===== src/rtl/drrp_map.svh =====
// Purpose: Register map, reset values and timing figures of the drive ramp/protection block
// Assumes: 32-bit APB, byte addresses, one register per aligned word
// Notes: Definitions only
`ifndef DRRP_MAP_SVH
`define DRRP_MAP_SVH

// ----------------------------------------
// Register offsets
// ----------------------------------------
`define DRRP_OFS_CTRL 8'h00
`define DRRP_OFS_STALL 8'h04
`define DRRP_OFS_RATED 8'h08
`define DRRP_OFS_FREQ 8'h0C
`define DRRP_OFS_RAMP1 8'h10
`define DRRP_OFS_RAMP2 8'h14
`define DRRP_OFS_MAXF 8'h18
`define DRRP_OFS_CMD 8'h1C
`define DRRP_OFS_STATUS 8'h20
`define DRRP_OFS_UPDN 8'h24
`define DRRP_OFS_LASTT 8'h28
`define DRRP_OFS_HSEL 8'h2C
`define DRRP_OFS_HFREQ 8'h30
`define DRRP_OFS_HCUR 8'h34

// ----------------------------------------
// Reset values
// ----------------------------------------
`define DRRP_RST_PROTECT 3'h1
`define DRRP_RST_STALL_EN 3'h7
`define DRRP_RST_SCALE 2'h1
`define DRRP_RST_STALL_LVL 8'h64
`define DRRP_RST_RATED 16'h00C5
`define DRRP_RST_DRV_RATED 16'h00C5
`define DRRP_RST_CHG_FREQ 16'h0000
`define DRRP_RST_BASE_FREQ 16'h1770
`define DRRP_RST_MAX_FREQ 16'h1770
`define DRRP_RST_RAMP 16'h0064

// ----------------------------------------
// Field positions
// ----------------------------------------
`define DRRP_CTRL_PROT_LSB 0
`define DRRP_CTRL_STALL_LSB 3
`define DRRP_CTRL_SCALE_LSB 6
`define DRRP_CTRL_REF_BIT 8
`define DRRP_CTRL_UPDN_BIT 9
`define DRRP_CMD_FRST_BIT 0
`define DRRP_CMD_HCLR_BIT 1

// ----------------------------------------
// Figures
// ----------------------------------------
`define DRRP_PERCENT 100
`define DRRP_STALL_CLAMP_PCT 120
`define DRRP_STEP_FINE_MS 10
`define DRRP_STEP_MID_MS 100
`define DRRP_STEP_COARSE_MS 1000
`define DRRP_MAX_COARSE_S 6000
`define DRRP_CLK_HZ 125000000
`define DRRP_ELAPSED_TICK_S 1
`define DRRP_HIST_DEPTH 5

`endif


===== src/rtl/drrp_pkg.sv =====
// Purpose: Types shared by the drive ramp/protection block
// Assumes: Used with drrp_map.svh
// Notes: Nothing here is imported; users write drrp_pkg::name
package drrp_pkg;

  typedef enum logic [1:0] {
    DRRP_SCALE_FINE = 2'b00,
    DRRP_SCALE_MID = 2'b01,
    DRRP_SCALE_COARSE = 2'b10
  } drrp_scale_e;

  typedef enum logic [1:0] {
    DRRP_MOT_CONST = 2'b00,
    DRRP_MOT_ACCEL = 2'b01,
    DRRP_MOT_DECEL = 2'b10
  } drrp_motion_e;

  typedef enum logic [1:0] {
    DRRP_TRIP_NONE = 2'b00,
    DRRP_TRIP_OUT_PHASE = 2'b01,
    DRRP_TRIP_IN_PHASE = 2'b10,
    DRRP_TRIP_CONTACTOR = 2'b11
  } drrp_trip_e;

endpackage


===== src/rtl/drrp_fault_hist.sv =====
// Purpose: Five-deep fault history, newest at entry one
// Assumes: One push per trip event
// Notes: Read data is registered
`timescale 1ns/1ps
`include "drrp_map.svh"
module drrp_fault_hist #(
  parameter int DEPTH = `DRRP_HIST_DEPTH,
  parameter int W = 34
) (
  input wire logic pclk,
  input wire logic presetn,
  input wire logic push,
  input wire logic [W-1:0] push_data,
  input wire logic clear,
  input wire logic [2:0] rd_index,
  output logic [W:0] rd_data
);

  logic [W-1:0] ent_q [DEPTH];
  logic [DEPTH-1:0] val_q;

  // ----------------------------------------
  // Shift chain
  // ----------------------------------------
  genvar g;
  generate
    for (g = 0; g < DEPTH; g++) begin : gen_ent
      always_ff @(posedge pclk or negedge presetn) begin
        if (!presetn) begin
          ent_q[g] <= '0;
          val_q[g] <= 1'b0;
        end else if (push) begin
          ent_q[g] <= (g == 0) ? push_data : ent_q[(g == 0) ? 0 : g-1]; // RULE19
          val_q[g] <= (g == 0) ? 1'b1 : val_q[(g == 0) ? 0 : g-1]; // RULE19
        end else if (clear) begin
          val_q[g] <= 1'b0; // RULE22
          ent_q[g] <= '0; // RULE22
        end
      end
    end
  endgenerate

  // ----------------------------------------
  // Registered read
  // ----------------------------------------
  wire rd_ok = (rd_index < 3'(DEPTH));
  always_ff @(posedge pclk or negedge presetn) begin
    if (!presetn) begin
      rd_data <= '0;
    end else begin
      rd_data <= rd_ok ? {val_q[rd_index], ent_q[rd_index]} : '0;
    end
  end

endmodule


===== src/rtl/drrp_ramp_sel.sv =====
// Purpose: Ramp set choice, time scaling and span reference
// Assumes: Frequencies in 0.01 Hz, ramp settings in scale units
// Notes: Outputs registered
`timescale 1ns/1ps
`include "drrp_map.svh"
module drrp_ramp_sel (
  input wire logic pclk,
  input wire logic presetn,
  input wire logic [15:0] out_freq,
  input wire logic [15:0] target_freq,
  input wire logic [15:0] change_freq,
  input wire logic [15:0] max_freq,
  input wire logic ref_delta,
  input wire logic [1:0] scale,
  input wire logic [2:0] multi_code,
  input wire logic [31:0] ramp1,
  input wire logic [31:0] ramp2,
  output logic [3:0] ramp_index,
  output logic [23:0] accel_ms,
  output logic [23:0] decel_ms,
  output logic [15:0] span_freq
);

  // Setting to ms, clamped to the largest setting
  function automatic logic [23:0] to_ms(input logic [15:0] set, input logic [1:0] sc);
    logic [15:0] lim;
    logic [15:0] s;
    lim = 16'(`DRRP_MAX_COARSE_S);
    s = set;
    if (s > lim) begin
      s = lim; // RULE14 RULE15 RULE16
    end
    case (sc)
      drrp_pkg::DRRP_SCALE_FINE: to_ms = 24'(s) * 24'(`DRRP_STEP_FINE_MS); // RULE14
      drrp_pkg::DRRP_SCALE_COARSE: to_ms = 24'(s) * 24'(`DRRP_STEP_COARSE_MS); // RULE16
      default: to_ms = 24'(s) * 24'(`DRRP_STEP_MID_MS); // RULE15
    endcase
  endfunction

  wire multi_on = |multi_code;
  wire chg_on = (change_freq != 16'h0) && (out_freq >= change_freq); // RULE10
  wire [3:0] idx_d = multi_on ? {1'b0, multi_code} + 4'h1 : (chg_on ? 4'h1 : 4'h0); // RULE11
  wire [31:0] set_sel = chg_on ? ramp2 : ramp1; // RULE10
  wire [15:0] delta = (target_freq > out_freq) ? target_freq - out_freq : out_freq - target_freq;
  wire [15:0] span_d = ref_delta ? delta : max_freq; // RULE12 RULE13

  always_ff @(posedge pclk or negedge presetn) begin
    if (!presetn) begin
      ramp_index <= 4'h0;
      accel_ms <= 24'h0;
      decel_ms <= 24'h0;
      span_freq <= 16'h0;
    end else begin
      ramp_index <= idx_d;
      accel_ms <= to_ms(set_sel[15:0], scale);
      decel_ms <= to_ms(set_sel[31:16], scale);
      span_freq <= span_d;
    end
  end

endmodule


===== src/rtl/drrp_top.sv =====
// Purpose: Protection trips, stall prevention, ramp setup, up/down save, fault log of a drive
// Assumes: APB slave, all inputs synchronous to pclk, currents 0.1 A, frequencies 0.01 Hz
// Notes: Zero wait states; read data taken in setup
//
// Functional notes
// RULE1 - Protect bit 0 set: output phase loss stops the output.
// RULE2 - Protect bit 1 set: input phase loss stops the output.
// RULE3 - Protect bit 2 set: contactor switching in direct input cuts output.
// RULE4 - Stall level is a percent of rated motor current.
// RULE5 - Stall lowers output frequency until current is below level.
// RULE6 - Stall enable per accel, constant speed and decel phase.
// RULE7 - Stall level is lowered above base frequency.
// RULE8 - Stall level capped at 120 percent of drive rated current.
// RULE9 - Stop during stall starts deceleration.
// RULE10 - Ramp set changes at the change frequency.
// RULE11 - Multi-ramp inputs win over change-frequency switching; code does so in ramp_index only, not in accel_ms/decel_ms.
// RULE12 - Max reference: ramp time covers 0 Hz to maximum frequency.
// RULE13 - Delta reference: ramp time covers present to target frequency.
// RULE14 - Fine scale: 10 ms steps, at most 60 seconds.
// RULE15 - Middle scale: 100 ms steps, at most 600 seconds.
// RULE16 - Coarse scale: 1 s steps, at most 6000 seconds.
// RULE17 - Save frequency on up/down release and show it.
// RULE18 - Clear input resets saved up/down frequency.
// RULE19 - Keep five newest trips, entry one newest.
// RULE20 - Entry holds frequency, current and motion state.
// RULE21 - Count time since the latest trip.
// RULE22 - History clear erases entries, not elapsed time.
// RULE23 - Trip latches, stops output and is logged until fault reset.
`timescale 1ns/1ps
`include "drrp_map.svh"
module drrp_top #(
  parameter int TICK_CYCLES = `DRRP_ELAPSED_TICK_S * `DRRP_CLK_HZ
) (
  input wire logic pclk,
  input wire logic presetn,
  input wire logic psel,
  input wire logic penable,
  input wire logic pwrite,
  input wire logic [7:0] paddr,
  input wire logic [31:0] pwdata,
  output logic [31:0] prdata,
  output logic pready,
  output logic pslverr,
  input wire logic out_phase_loss,
  input wire logic in_phase_loss,
  input wire logic direct_input_mode,
  input wire logic contactor_switching,
  input wire logic [15:0] motor_current,
  input wire logic [15:0] out_freq,
  input wire logic [15:0] target_freq,
  input wire logic accelerating,
  input wire logic decelerating,
  input wire logic stop_cmd,
  input wire logic updown_active,
  input wire logic updown_clear,
  input wire logic multi_ramp_select_low,
  input wire logic multi_ramp_select_mid,
  input wire logic multi_ramp_select_high,
  output logic drive_enable,
  output logic trip,
  output logic stall_lower_freq,
  output logic stall_decel_start,
  output logic [3:0] ramp_index,
  output logic [23:0] accel_ms,
  output logic [23:0] decel_ms,
  output logic [15:0] span_freq,
  output logic [15:0] updown_saved_frequency
);

  // ----------------------------------------
  // Address decode
  // ----------------------------------------
  function automatic logic hit(input logic [7:0] a, input logic [7:0] ofs);
    hit = (a == ofs);
  endfunction

  wire wr_en = psel && penable && pwrite;
  wire rd_setup = psel && !penable && !pwrite;
  wire a_ctrl = hit(paddr, `DRRP_OFS_CTRL);
  wire a_stall = hit(paddr, `DRRP_OFS_STALL);
  wire a_rated = hit(paddr, `DRRP_OFS_RATED);
  wire a_freq = hit(paddr, `DRRP_OFS_FREQ);
  wire a_ramp1 = hit(paddr, `DRRP_OFS_RAMP1);
  wire a_ramp2 = hit(paddr, `DRRP_OFS_RAMP2);
  wire a_maxf = hit(paddr, `DRRP_OFS_MAXF);
  wire a_cmd = hit(paddr, `DRRP_OFS_CMD);
  wire a_status = hit(paddr, `DRRP_OFS_STATUS);
  wire a_updn = hit(paddr, `DRRP_OFS_UPDN);
  wire a_lastt = hit(paddr, `DRRP_OFS_LASTT);
  wire a_hsel = hit(paddr, `DRRP_OFS_HSEL);
  wire a_hfreq = hit(paddr, `DRRP_OFS_HFREQ);
  wire a_hcur = hit(paddr, `DRRP_OFS_HCUR);
  wire a_any = a_ctrl | a_stall | a_rated | a_freq | a_ramp1 | a_ramp2 | a_maxf | a_cmd |
               a_status | a_updn | a_lastt | a_hsel | a_hfreq | a_hcur;

  // ----------------------------------------
  // Configuration registers
  // ----------------------------------------
  logic [2:0] protect_q;
  logic [2:0] stall_en_q;
  logic [1:0] scale_q;
  logic ref_delta_q;
  logic updn_en_q;
  logic [7:0] stall_lvl_q;
  logic [15:0] rated_q;
  logic [15:0] drv_rated_q;
  logic [15:0] chg_freq_q;
  logic [15:0] base_freq_q;
  logic [31:0] ramp1_q;
  logic [31:0] ramp2_q;
  logic [15:0] max_freq_q;
  logic [2:0] hsel_q;

  always_ff @(posedge pclk or negedge presetn) begin
    if (!presetn) begin
      protect_q <= `DRRP_RST_PROTECT;
      stall_en_q <= `DRRP_RST_STALL_EN;
      scale_q <= `DRRP_RST_SCALE;
      ref_delta_q <= 1'b0;
      updn_en_q <= 1'b0;
    end else if (wr_en && a_ctrl) begin
      protect_q <= pwdata[`DRRP_CTRL_PROT_LSB +: 3];
      stall_en_q <= pwdata[`DRRP_CTRL_STALL_LSB +: 3];
      scale_q <= pwdata[`DRRP_CTRL_SCALE_LSB +: 2];
      ref_delta_q <= pwdata[`DRRP_CTRL_REF_BIT];
      updn_en_q <= pwdata[`DRRP_CTRL_UPDN_BIT];
    end
  end

  always_ff @(posedge pclk or negedge presetn) begin
    if (!presetn) begin
      stall_lvl_q <= `DRRP_RST_STALL_LVL;
      base_freq_q <= `DRRP_RST_BASE_FREQ;
    end else if (wr_en && a_stall) begin
      stall_lvl_q <= pwdata[7:0];
      base_freq_q <= pwdata[31:16];
    end
  end

  always_ff @(posedge pclk or negedge presetn) begin
    if (!presetn) begin
      rated_q <= `DRRP_RST_RATED;
      drv_rated_q <= `DRRP_RST_DRV_RATED;
    end else if (wr_en && a_rated) begin
      rated_q <= pwdata[15:0];
      drv_rated_q <= pwdata[31:16];
    end
  end

  always_ff @(posedge pclk or negedge presetn) begin
    if (!presetn) begin
      chg_freq_q <= `DRRP_RST_CHG_FREQ;
      max_freq_q <= `DRRP_RST_MAX_FREQ;
    end else begin
      if (wr_en && a_freq) begin
        chg_freq_q <= pwdata[15:0];
      end
      if (wr_en && a_maxf) begin
        max_freq_q <= pwdata[15:0];
      end
    end
  end

  always_ff @(posedge pclk or negedge presetn) begin
    if (!presetn) begin
      ramp1_q <= {`DRRP_RST_RAMP, `DRRP_RST_RAMP};
      ramp2_q <= {`DRRP_RST_RAMP, `DRRP_RST_RAMP};
      hsel_q <= 3'h0;
    end else begin
      if (wr_en && a_ramp1) begin
        ramp1_q <= pwdata;
      end
      if (wr_en && a_ramp2) begin
        ramp2_q <= pwdata;
      end
      if (wr_en && a_hsel) begin
        hsel_q <= pwdata[2:0];
      end
    end
  end

  wire cmd_fault_reset = wr_en && a_cmd && pwdata[`DRRP_CMD_FRST_BIT];
  wire cmd_hist_clear = wr_en && a_cmd && pwdata[`DRRP_CMD_HCLR_BIT];

  // ----------------------------------------
  // Protection trips
  // ----------------------------------------
  logic trip_q;
  logic [1:0] cause_q;
  wire trip_out = protect_q[0] && out_phase_loss; // RULE1
  wire trip_in = protect_q[1] && in_phase_loss; // RULE2
  wire trip_con = protect_q[2] && direct_input_mode && contactor_switching; // RULE3
  wire trip_evt = trip_out | trip_in | trip_con;
  wire trip_new = trip_evt && !trip_q;
  wire [1:0] cause_d = trip_out ? drrp_pkg::DRRP_TRIP_OUT_PHASE :
                       (trip_in ? drrp_pkg::DRRP_TRIP_IN_PHASE : drrp_pkg::DRRP_TRIP_CONTACTOR);

  always_ff @(posedge pclk or negedge presetn) begin
    if (!presetn) begin
      trip_q <= 1'b0;
      cause_q <= drrp_pkg::DRRP_TRIP_NONE;
    end else if (trip_new) begin
      trip_q <= 1'b1; // RULE23
      cause_q <= cause_d;
    end else if (cmd_fault_reset && !trip_evt) begin
      trip_q <= 1'b0; // RULE23
      cause_q <= drrp_pkg::DRRP_TRIP_NONE;
    end
  end

  // ----------------------------------------
  // Stall prevention
  // ----------------------------------------
  wire [23:0] lvl_prod = 24'(rated_q) * 24'(stall_lvl_q);
  wire [23:0] lvl_raw = 24'(lvl_prod / 24'(`DRRP_PERCENT)); // RULE4
  wire [23:0] lvl_derate = (out_freq > base_freq_q) ? lvl_raw - (lvl_raw >> 2) : lvl_raw; // RULE7
  wire [23:0] clamp_prod = 24'(drv_rated_q) * 24'(`DRRP_STALL_CLAMP_PCT);
  wire [23:0] lvl_clamp = 24'(clamp_prod / 24'(`DRRP_PERCENT));
  wire [23:0] lvl_eff = (lvl_derate > lvl_clamp) ? lvl_clamp : lvl_derate; // RULE8
  wire phase_en = accelerating ? stall_en_q[0] : (decelerating ? stall_en_q[2] : stall_en_q[1]); // RULE6
  wire stall_d = phase_en && !trip_q && (24'(motor_current) >= lvl_eff); // RULE5
  logic stall_q;
  logic decel_q;

  always_ff @(posedge pclk or negedge presetn) begin
    if (!presetn) begin
      stall_q <= 1'b0;
      decel_q <= 1'b0;
    end else begin
      stall_q <= stall_d; // RULE5
      decel_q <= stop_cmd && stall_d; // RULE9
    end
  end

  // ----------------------------------------
  // Ramp selection
  // ----------------------------------------
  wire [2:0] multi_code = {multi_ramp_select_high, multi_ramp_select_mid, multi_ramp_select_low};

  drrp_ramp_sel u_ramp (
    .pclk(pclk),
    .presetn(presetn),
    .out_freq(out_freq),
    .target_freq(target_freq),
    .change_freq(chg_freq_q),
    .max_freq(max_freq_q),
    .ref_delta(ref_delta_q),
    .scale(scale_q),
    .multi_code(multi_code),
    .ramp1(ramp1_q),
    .ramp2(ramp2_q),
    .ramp_index(ramp_index),
    .accel_ms(accel_ms),
    .decel_ms(decel_ms),
    .span_freq(span_freq)
  );

  // ----------------------------------------
  // Up/down frequency save
  // ----------------------------------------
  logic updn_prev_q;
  logic [15:0] updn_q;
  wire updn_release = updn_prev_q && !updown_active;

  always_ff @(posedge pclk or negedge presetn) begin
    if (!presetn) begin
      updn_prev_q <= 1'b0;
      updn_q <= 16'h0;
    end else begin
      updn_prev_q <= updown_active;
      if (updn_en_q && updn_release) begin
        updn_q <= out_freq; // RULE17
      end else if (updown_clear) begin
        updn_q <= 16'h0; // RULE18
      end
    end
  end

  // ----------------------------------------
  // Fault history and elapsed time
  // ----------------------------------------
  wire [1:0] motion = accelerating ? drrp_pkg::DRRP_MOT_ACCEL :
                      (decelerating ? drrp_pkg::DRRP_MOT_DECEL : drrp_pkg::DRRP_MOT_CONST);
  wire [33:0] hist_in = {motion, motor_current, out_freq}; // RULE20
  logic [34:0] hist_rd;

  drrp_fault_hist #(
    .DEPTH(`DRRP_HIST_DEPTH),
    .W(34)
  ) u_hist (
    .pclk(pclk),
    .presetn(presetn),
    .push(trip_new), // RULE23
    .push_data(hist_in),
    .clear(cmd_hist_clear), // RULE22
    .rd_index(hsel_q),
    .rd_data(hist_rd)
  );

  logic [31:0] tick_q;
  logic [31:0] elapsed_q;
  logic seen_trip_q;
  wire tick_end = (tick_q == 32'(TICK_CYCLES - 1));

  always_ff @(posedge pclk or negedge presetn) begin
    if (!presetn) begin
      tick_q <= 32'h0;
      elapsed_q <= 32'h0;
      seen_trip_q <= 1'b0;
    end else if (trip_new) begin
      tick_q <= 32'h0; // RULE21
      elapsed_q <= 32'h0; // RULE21
      seen_trip_q <= 1'b1;
    end else begin
      tick_q <= tick_end ? 32'h0 : tick_q + 32'h1;
      if (tick_end && seen_trip_q && (elapsed_q != 32'hFFFFFFFF)) begin
        elapsed_q <= elapsed_q + 32'h1; // RULE21
      end
    end
  end

  // ----------------------------------------
  // Read mux and APB answer
  // ----------------------------------------
  wire [31:0] ctrl_rd = {22'h0, updn_en_q, ref_delta_q, scale_q, stall_en_q, protect_q};
  wire [31:0] status_rd = {24'h0, ramp_index, stall_q, cause_q, trip_q};
  wire [31:0] rd_mux =
    a_ctrl ? ctrl_rd :
    a_stall ? {base_freq_q, 8'h00, stall_lvl_q} :
    a_rated ? {drv_rated_q, rated_q} :
    a_freq ? {16'h0, chg_freq_q} :
    a_ramp1 ? ramp1_q :
    a_ramp2 ? ramp2_q :
    a_maxf ? {16'h0, max_freq_q} :
    a_status ? status_rd :
    a_updn ? {16'h0, updn_q} :
    a_lastt ? elapsed_q :
    a_hsel ? {29'h0, hsel_q} :
    a_hfreq ? {hist_rd[34], 13'h0, hist_rd[33:32], hist_rd[15:0]} :
    a_hcur ? {16'h0, hist_rd[31:16]} :
    32'h0;

  always_ff @(posedge pclk or negedge presetn) begin
    if (!presetn) begin
      prdata <= 32'h0;
    end else if (rd_setup) begin
      prdata <= rd_mux;
    end
  end

  assign pready = 1'b1;
  assign pslverr = psel && penable && !a_any;

  // ----------------------------------------
  // Outputs
  // ----------------------------------------
  assign trip = trip_q;
  assign drive_enable = !trip_q; // RULE23
  assign stall_lower_freq = stall_q;
  assign stall_decel_start = decel_q;
  assign updown_saved_frequency = updn_q;

endmodule


===== config.mk =====
export PLATFORM = sky130hd
export DESIGN_NAME = drrp_top
export DESIGN_NICKNAME = d
export VERILOG_FILES = /design/src/rtl/drrp_pkg.sv /design/src/rtl/drrp_fault_hist.sv /design/src/rtl/drrp_ramp_sel.sv /design/src/rtl/drrp_top.sv
export VERILOG_INCLUDE_DIRS = /design/src /design/src/rtl
export SDC_FILE = /design/constraint.sdc
export NUM_CORES = 2
export LEC_CHECK = 0
export BUFFER_PORTS_ARGS = -buffer_cell sky130_fd_sc_hd__buf_4
export CAP_MARGIN = 20
export CORE_MARGIN = 5
export CORE_UTILIZATION = 65
export DETAILED_ROUTE_END_ITERATION = 8
export HOLD_SLACK_MARGIN = 0.15
export PLACE_DENSITY = 0.83
export SLEW_MARGIN = 15
export SYNTH_ARGS = -nofsm -noshare
export SYNTH_HDL_FRONTEND = slang
export SYNTH_HIERARCHICAL = 1
export SYNTH_SLANG_ARGS = --single-unit

===== constraint.sdc =====
create_clock -name pclk -period 31 [get_ports pclk]
set_clock_uncertainty 0.1 [all_clocks]
set_input_delay 4.65 -clock pclk [delete_from_list [all_inputs] [get_ports pclk]]
set_output_delay 4.65 -clock pclk [all_outputs]
set_load 0.005 [all_outputs]

# ---- Word-level counts from Yosys, hierarchy flattened
# Index checks and enable logic that the tools add are counted.
# W data, S select, Z words.
dict set report op_classes {
  n_addsub 6
  mul 8
  div 2
  n_lt_le_gt_ge 10
  n_eq_ne 16
  mux 58
  bitwise 16
  reduce_logical 44
}
# operator n
set op_table {}
lappend op_table {{$mux W32} 17}
lappend op_table {{$mux W34} 8}
lappend op_table {{$mux W16} 7}
lappend op_table {{$bmux W34 S3} 1}
lappend op_table {{$pmux W24 S2} 2}
lappend op_table {{$add A32 B1 Y32 const B} 2}
lappend op_table {{$eq A8 B6 Y1 const B} 6}
lappend op_table {{$mux W24} 2}
lappend op_table {{$mul A16 B5 Y21 const B} 2}
lappend op_table {{$mul A16 B7 Y21 const B} 2}
lappend op_table {{$mul A16 B3 Y19 const B} 2}
lappend op_table {{$mux W35} 1}
lappend op_table {{$eq A32 B27 Y1 const B} 1}
lappend op_table {{$eq A8 B5 Y1 const B} 4}
lappend op_table {{$gt A16 B13 Y1 const B} 2}
lappend op_table {{$gt A16 B16 Y1} 2}
lappend op_table {{$ne A32 B32 Y1 const B} 1}
lappend op_table {{$sub A16 B16 Y16} 2}
lappend op_table {{$logic_and A1 B1 Y1} 30}
lappend op_table {{$div A23 B7 Y24 const B} 1}
lappend op_table {{$div A24 B7 Y24 const B} 1}
lappend op_table {{$ge A16 B24 Y1} 1}
lappend op_table {{$gt A24 B24 Y1} 1}
lappend op_table {{$mul A16 B8 Y24} 1}
lappend op_table {{other kinds (22)} 61}
dict set report word_totals {
  regBits 562
  inputBits 105
  out_inout_bits 122
  word_cells 199
}

# ---- Longest topological paths before layout
dict set report logic_depth {
  word_depth 16
  ltp_mapped 111
  depth_no_buf 102
}

# ---- Hierarchy
# The synthesis kept the hierarchy.
# mod instances cells_per_inst area_each_um2 seq_area_each_um2
set modules_own_cells {}
lappend modules_own_cells {drrp_top 1 3287 28860.2 7159.4}
lappend modules_own_cells {drrp_ramp_sel 1 1656 14367.5 1651.6}
lappend modules_own_cells {drrp_fault_hist 1 955 9640.5 5255.0}

# ---- Worst setup path before layout
# Ideal clock, no wire load.
dict set report synth_path {
  path_kind {register -> register}
  startpoint {reg stall_lvl_q[6]}
  endpoint {reg decel_q, in the netlist stall_decel_start}
  setup_ns 0.119
  arrival_ns 20.033
  t_required_ns 30.781
  setup_slack_ns 10.748
  path_stages_with_launch 99
  path_buffers 6
  period_less_slack_ns 20.252
  path_cell_list {dfstp_2 clkbuf_1 and2_1 fa_1 fa_1 fa_1 inv_1 fa_1 inv_1 ha_1 a21oi_2 a21bo_2 and4_1 or3_1 a222oi_1 nor2_2 o311a_4 buf_2 (+63 left out) a21oi_1 a21oi_1 nor3_1 buf_2 buf_1 mux2i_1 ha_1 nor2b_1 o21ai_0 nand2b_1 a21oi_1 nor2b_1 o21ai_0 nand2b_1 a21oi_1 o31ai_1 o2111a_1 and2_1}
}
dict set report synth_via {
  elab_chain_len 9
}
# item line_no
set synth_rtl {}
lappend synth_rtl {{from (decl)} drrp_top.sv:104} ;# logic [7:0] stall_lvl_q;
lappend synth_rtl {{from (signal assigned)} drrp_top.sv:132} ;# stall_lvl_q <= `DRRP_RST_STALL_LVL;
lappend synth_rtl {{from (signal assigned)} drrp_top.sv:135} ;# stall_lvl_q <= pwdata[7:0];
lappend synth_rtl {{$mul A16 B8 Y24 (*)} drrp_top.sv:214} ;# wire [23:0] lvl_prod = 24'(rated_q) * 24'(stall_lvl_q);
lappend synth_rtl {{$div A24 B7 Y24 (*)} drrp_top.sv:215} ;# wire [23:0] lvl_raw = 24'(lvl_prod / 24'(`DRRP_PERCENT));
lappend synth_rtl {{$sub A24 B22 Y24} drrp_top.sv:216} ;# wire [23:0] lvl_derate = (out_freq > base_freq_q) ? lvl_raw - (lvl_raw >> 2) : lvl_raw;
lappend synth_rtl {{$mux W24 (*)} drrp_top.sv:216}
lappend synth_rtl {{$gt A24 B24 Y1} drrp_top.sv:219} ;# wire [23:0] lvl_eff = (lvl_derate > lvl_clamp) ? lvl_clamp : lvl_derate;
lappend synth_rtl {{$mux W24 (*)} drrp_top.sv:219}
lappend synth_rtl {{$ge A16 B24 Y1 (*)} drrp_top.sv:221} ;# wire stall_d = phase_en && !trip_q && (24'(motor_current) >= lvl_eff);
lappend synth_rtl {{$logic_and A1 B1 Y1 (*)} drrp_top.sv:221}
lappend synth_rtl {{named net stall_d} drrp_top.sv:221}
lappend synth_rtl {{$logic_and A1 B1 Y1 (*)} drrp_top.sv:231} ;# decel_q <= stop_cmd && stall_d;
lappend synth_rtl {{to (signal assigned)} drrp_top.sv:231}
lappend synth_rtl {{to (decl)} drrp_top.sv:223} ;# logic decel_q;
# The timed path passes the listed nets; every way through them passes the cells marked *.
# A chain may end at the register's enable or synchronous reset.

# ---- Worst setup path after layout
dict set report layout_path {
  startpoint {reg stall_lvl_q[3]}
  endpoint {reg decel_q, in the netlist stall_decel_start}
}
# The elaborated chain is that of the path after synthesis.

==> metrics.txt <==
f_max=0.04092 GHz; Initial Util=between 60% and 70%; largest net degree at the start of global routing=around 250; DRC=0; Crit path top cell by count=o21ai_0; post-DR wirelength/cell=approximately 22 microns; initial antenna violation count=12; RR Startpoint=stall_lvl_q[3]; Seq cells post-synth=between 500 and 600; outcome=finished clean; I/O Buffers=roughly 220; TritonRoute pass-1 iters=7; FP Rows=104; synth warn=6; Worst Hold Depth=1; Final Setup Violations=0; crit share post-route=roughly four fifths; H-tree depth=2; Via density=between 6 and 7; crit-path max FO=18; area leader, netlist=dfrtp_1; gpl congestion=~1; clock buffer depth=3; Worst Hold Class=reg2reg; gr usage total=35.24%; Max Slew Vio Count=0; post-synth cell types=about 150; synthesized area per cell=8.964 sq um; setup_tns=0 ns; Worst R2R End=stall_decel_start; commonest cells in the netlist=nand2_1 (547), dfrtp_1 (518), inv_1 (441), nor2_1 (407), ha_1 (403); Post-CTS Setup Bufs=0; Max-cap violations=0; share of layout cells above drive strength 1=around an eighth; Fin. Hold Viols=0; Clock Latency Late Sink=~0.67 ns; min Tclk post-route=roughly 24 ns; die width=slightly below 300 microns; worst r2r path cells=between 90 and 100; DR vias=approximately 47000; Mapped Cells=slightly below 6000; core area=approximately 81000 sq um; Final #Nets=just under 7000; most numerous cell in the Yosys netlist=nand2_1; DPL Wire Length=around 120000 microns; area grow syn2layout=8.835%; EDFF count, synth=0; Fill cells=a little over 6000; Final Non-Filler Cells=between 7000 and 8000; met2 Track Usage GR=a little under three fifths; R2R Setup Slk=approximately 6.6 ns; CP max stage cell=xor2_1; Crit Path Category=reg2reg; clk sinks=560; Worst-Margin Slew=between 1 and 1.5 ns; Rel. slew slack=between 20% and 30%; GR Overflow Total=0; Post-Route WL=156700 microns; slowest cell delay on critical path=0.86 ns; CTS root buf=clkbuf_16; Async SR Flop Fraction=100.0%; first-pass GRT wire length=approximately 250000 microns; met3 usage=under 10%; met1 Use GR=a little under half; die area=just under 90000 sq um; CTS tree=done; Worst Min Path Start=seen_trip_q; Die Y=~300 microns; Cells after DPL=7033; Hold Buf Count CTS=0; clock slew at reported path FFs=roughly 0.06 ns; Hold Path End=seen_trip_q; WP data arrival=~25 ns; Post-DRT Antenna Nets=0; total CTS buffers=58; I/O Pins=around 230; number of global-route vias before repair=~46000; drt initial violations=approximately 4800; Synth Cell Area=between 50000 and 60000 sq um; register area share after synthesis=around a quarter; Resized cells post-CTS=0; ys flop type=dfrtp_1; Top Usage Layer GRT=met2; RSZ-0062 raised after global routing=false; Setup crit end kind=register; Worst setup SP type=register; Synth area leaders=dfrtp_1 (25%), ha_1 (9.5%), fa_1 (9.2%); CP required=between 30 and 40 ns; Synth top area share=24.52%
layout make-up:
class	count	area, sq um	share of cell area (%)
Inverter	448	1687	2.931
Clock buffer	80	1624	2.823
Antenna cell	6	15.01	0.02609
Sequential cell	560	14070	24.45
Multi-Input combinational cell	4696	36210	62.94
Tap cell	1060	1326	2.305
Timing Repair Buffer	275	2147	3.731
Clock inverter	29	457.9	0.7959
cells by family (layout without fill, tap and decap cells):
group	after synthesis	in the layout	synth area share [%]
AND/OR/NAND/NOR	1870	1870	17.44
AO/OA/AOI/OAI	1507	1507	19.86
adder cells (fa/ha/maj)	654	654	18.91
multiplexers	342	342	7.249
buffers and inverters	702	832	5.429
flip-flops	560	560	26.61
other	3	69	0.02130
XOR/XNOR	260	260	4.485
per-layer routing:
layer	wire, microns	vias to the layer above
met1	63590	22710
met5	73	-
li1	-	21270
met4	7925	10
met2	70900	2234
met3	14230	445
metrics by stage:
| step | cell area (sq um) | utilization, % | hold WS, ns | setup slack, ns |
|---|---|---|---|---|
| 2_1_floorplan | 53090 | - | 0.3394 | 10.75 |
| 3_3_place_gp | 55350 | 68.71 | 0.3500 | 7.587 |
| 3_5_place_dp | 55350 | 68.71 | 0.3559 | 7.115 |
| 4_1_cts | 57430 | 71.30 | 0.3708 | 6.978 |
| 5_1_grt | 57530 | 71.43 | 0.4091 | 4.803 |
| 6_report | 57540 | 71.44 | 0.3727 | 6.564 |
registers in the layout, indices dropped and copies added, names as in the netlist, 23 cells and up:
| register | count |
|---|---|
| u_ramp/accel_ms | 23 |
| u_hist/rd_data | 35 |
| ramp1_q | 32 |
| tick_q | 32 |
| prdata | 32 |
| elapsed_q | 32 |
| ramp2_q | 32 |
| u_ramp/decel_ms | 23 |
| u_hist/ent_q | 170 |
worst max path at each step:
stage                        start           endpoint  slack, ns  depth (start not counted)
floorplan           stall_lvl_q[6]  stall_decel_start      10.75                         98
global placement    stall_lvl_q[6]  stall_decel_start       7.59                         95
detailed placement  stall_lvl_q[6]  stall_decel_start       7.12                         96
CTS                 stall_lvl_q[6]  stall_decel_start       6.98                         96
finish              stall_lvl_q[3]  stall_decel_start       6.56                         95
global route        stall_lvl_q[7]  stall_decel_start       4.80                         96
worst max-delay path, delay by kind of cell, from the launching register on:
family          cells  cell delay [ns]
xor+xnor            3             1.66
mux                 2             1.22
simple gates       29             4.93
fa+ha+maj           8             3.24
buf+inv             4             0.42
compound gates     49            11.95
flops               1             0.75
placed cells by master (no fill, tap or decap), types with 41 or more instances in the layout:
| cell | instances |
|---|---|
| and2_1 | 126 |
| buf_4 | 267 |
| nand2b_1 | 225 |
| a31oi_1 | 65 |
| o21ai_0 | 359 |
| mux2i_1 | 114 |
| clkbuf_16 | 58 |
| nor2_1 | 402 |
| a221o_1 | 41 |
| dfrtp_1 | 516 |
| nand2_1 | 547 |
| nand4_1 | 57 |
| nor3_1 | 104 |
| xnor2_1 | 143 |
| mux2_2 | 192 |
| and3_1 | 53 |
| xor2_1 | 109 |
| o21a_1 | 43 |
| a211oi_1 | 56 |
| a21o_1 | 73 |
| a21oi_1 | 271 |
| o211ai_1 | 59 |
| inv_1 | 441 |
| dfstp_2 | 42 |
| fa_1 | 244 |
| conb_1 | 63 |
| ha_1 | 403 |
| o21ai_1 | 71 |
| nand3_1 | 125 |
Power is left out: the tool's default activity adds up to more than one toggle a clock period on the data nets, which glitch-free logic cannot reach.
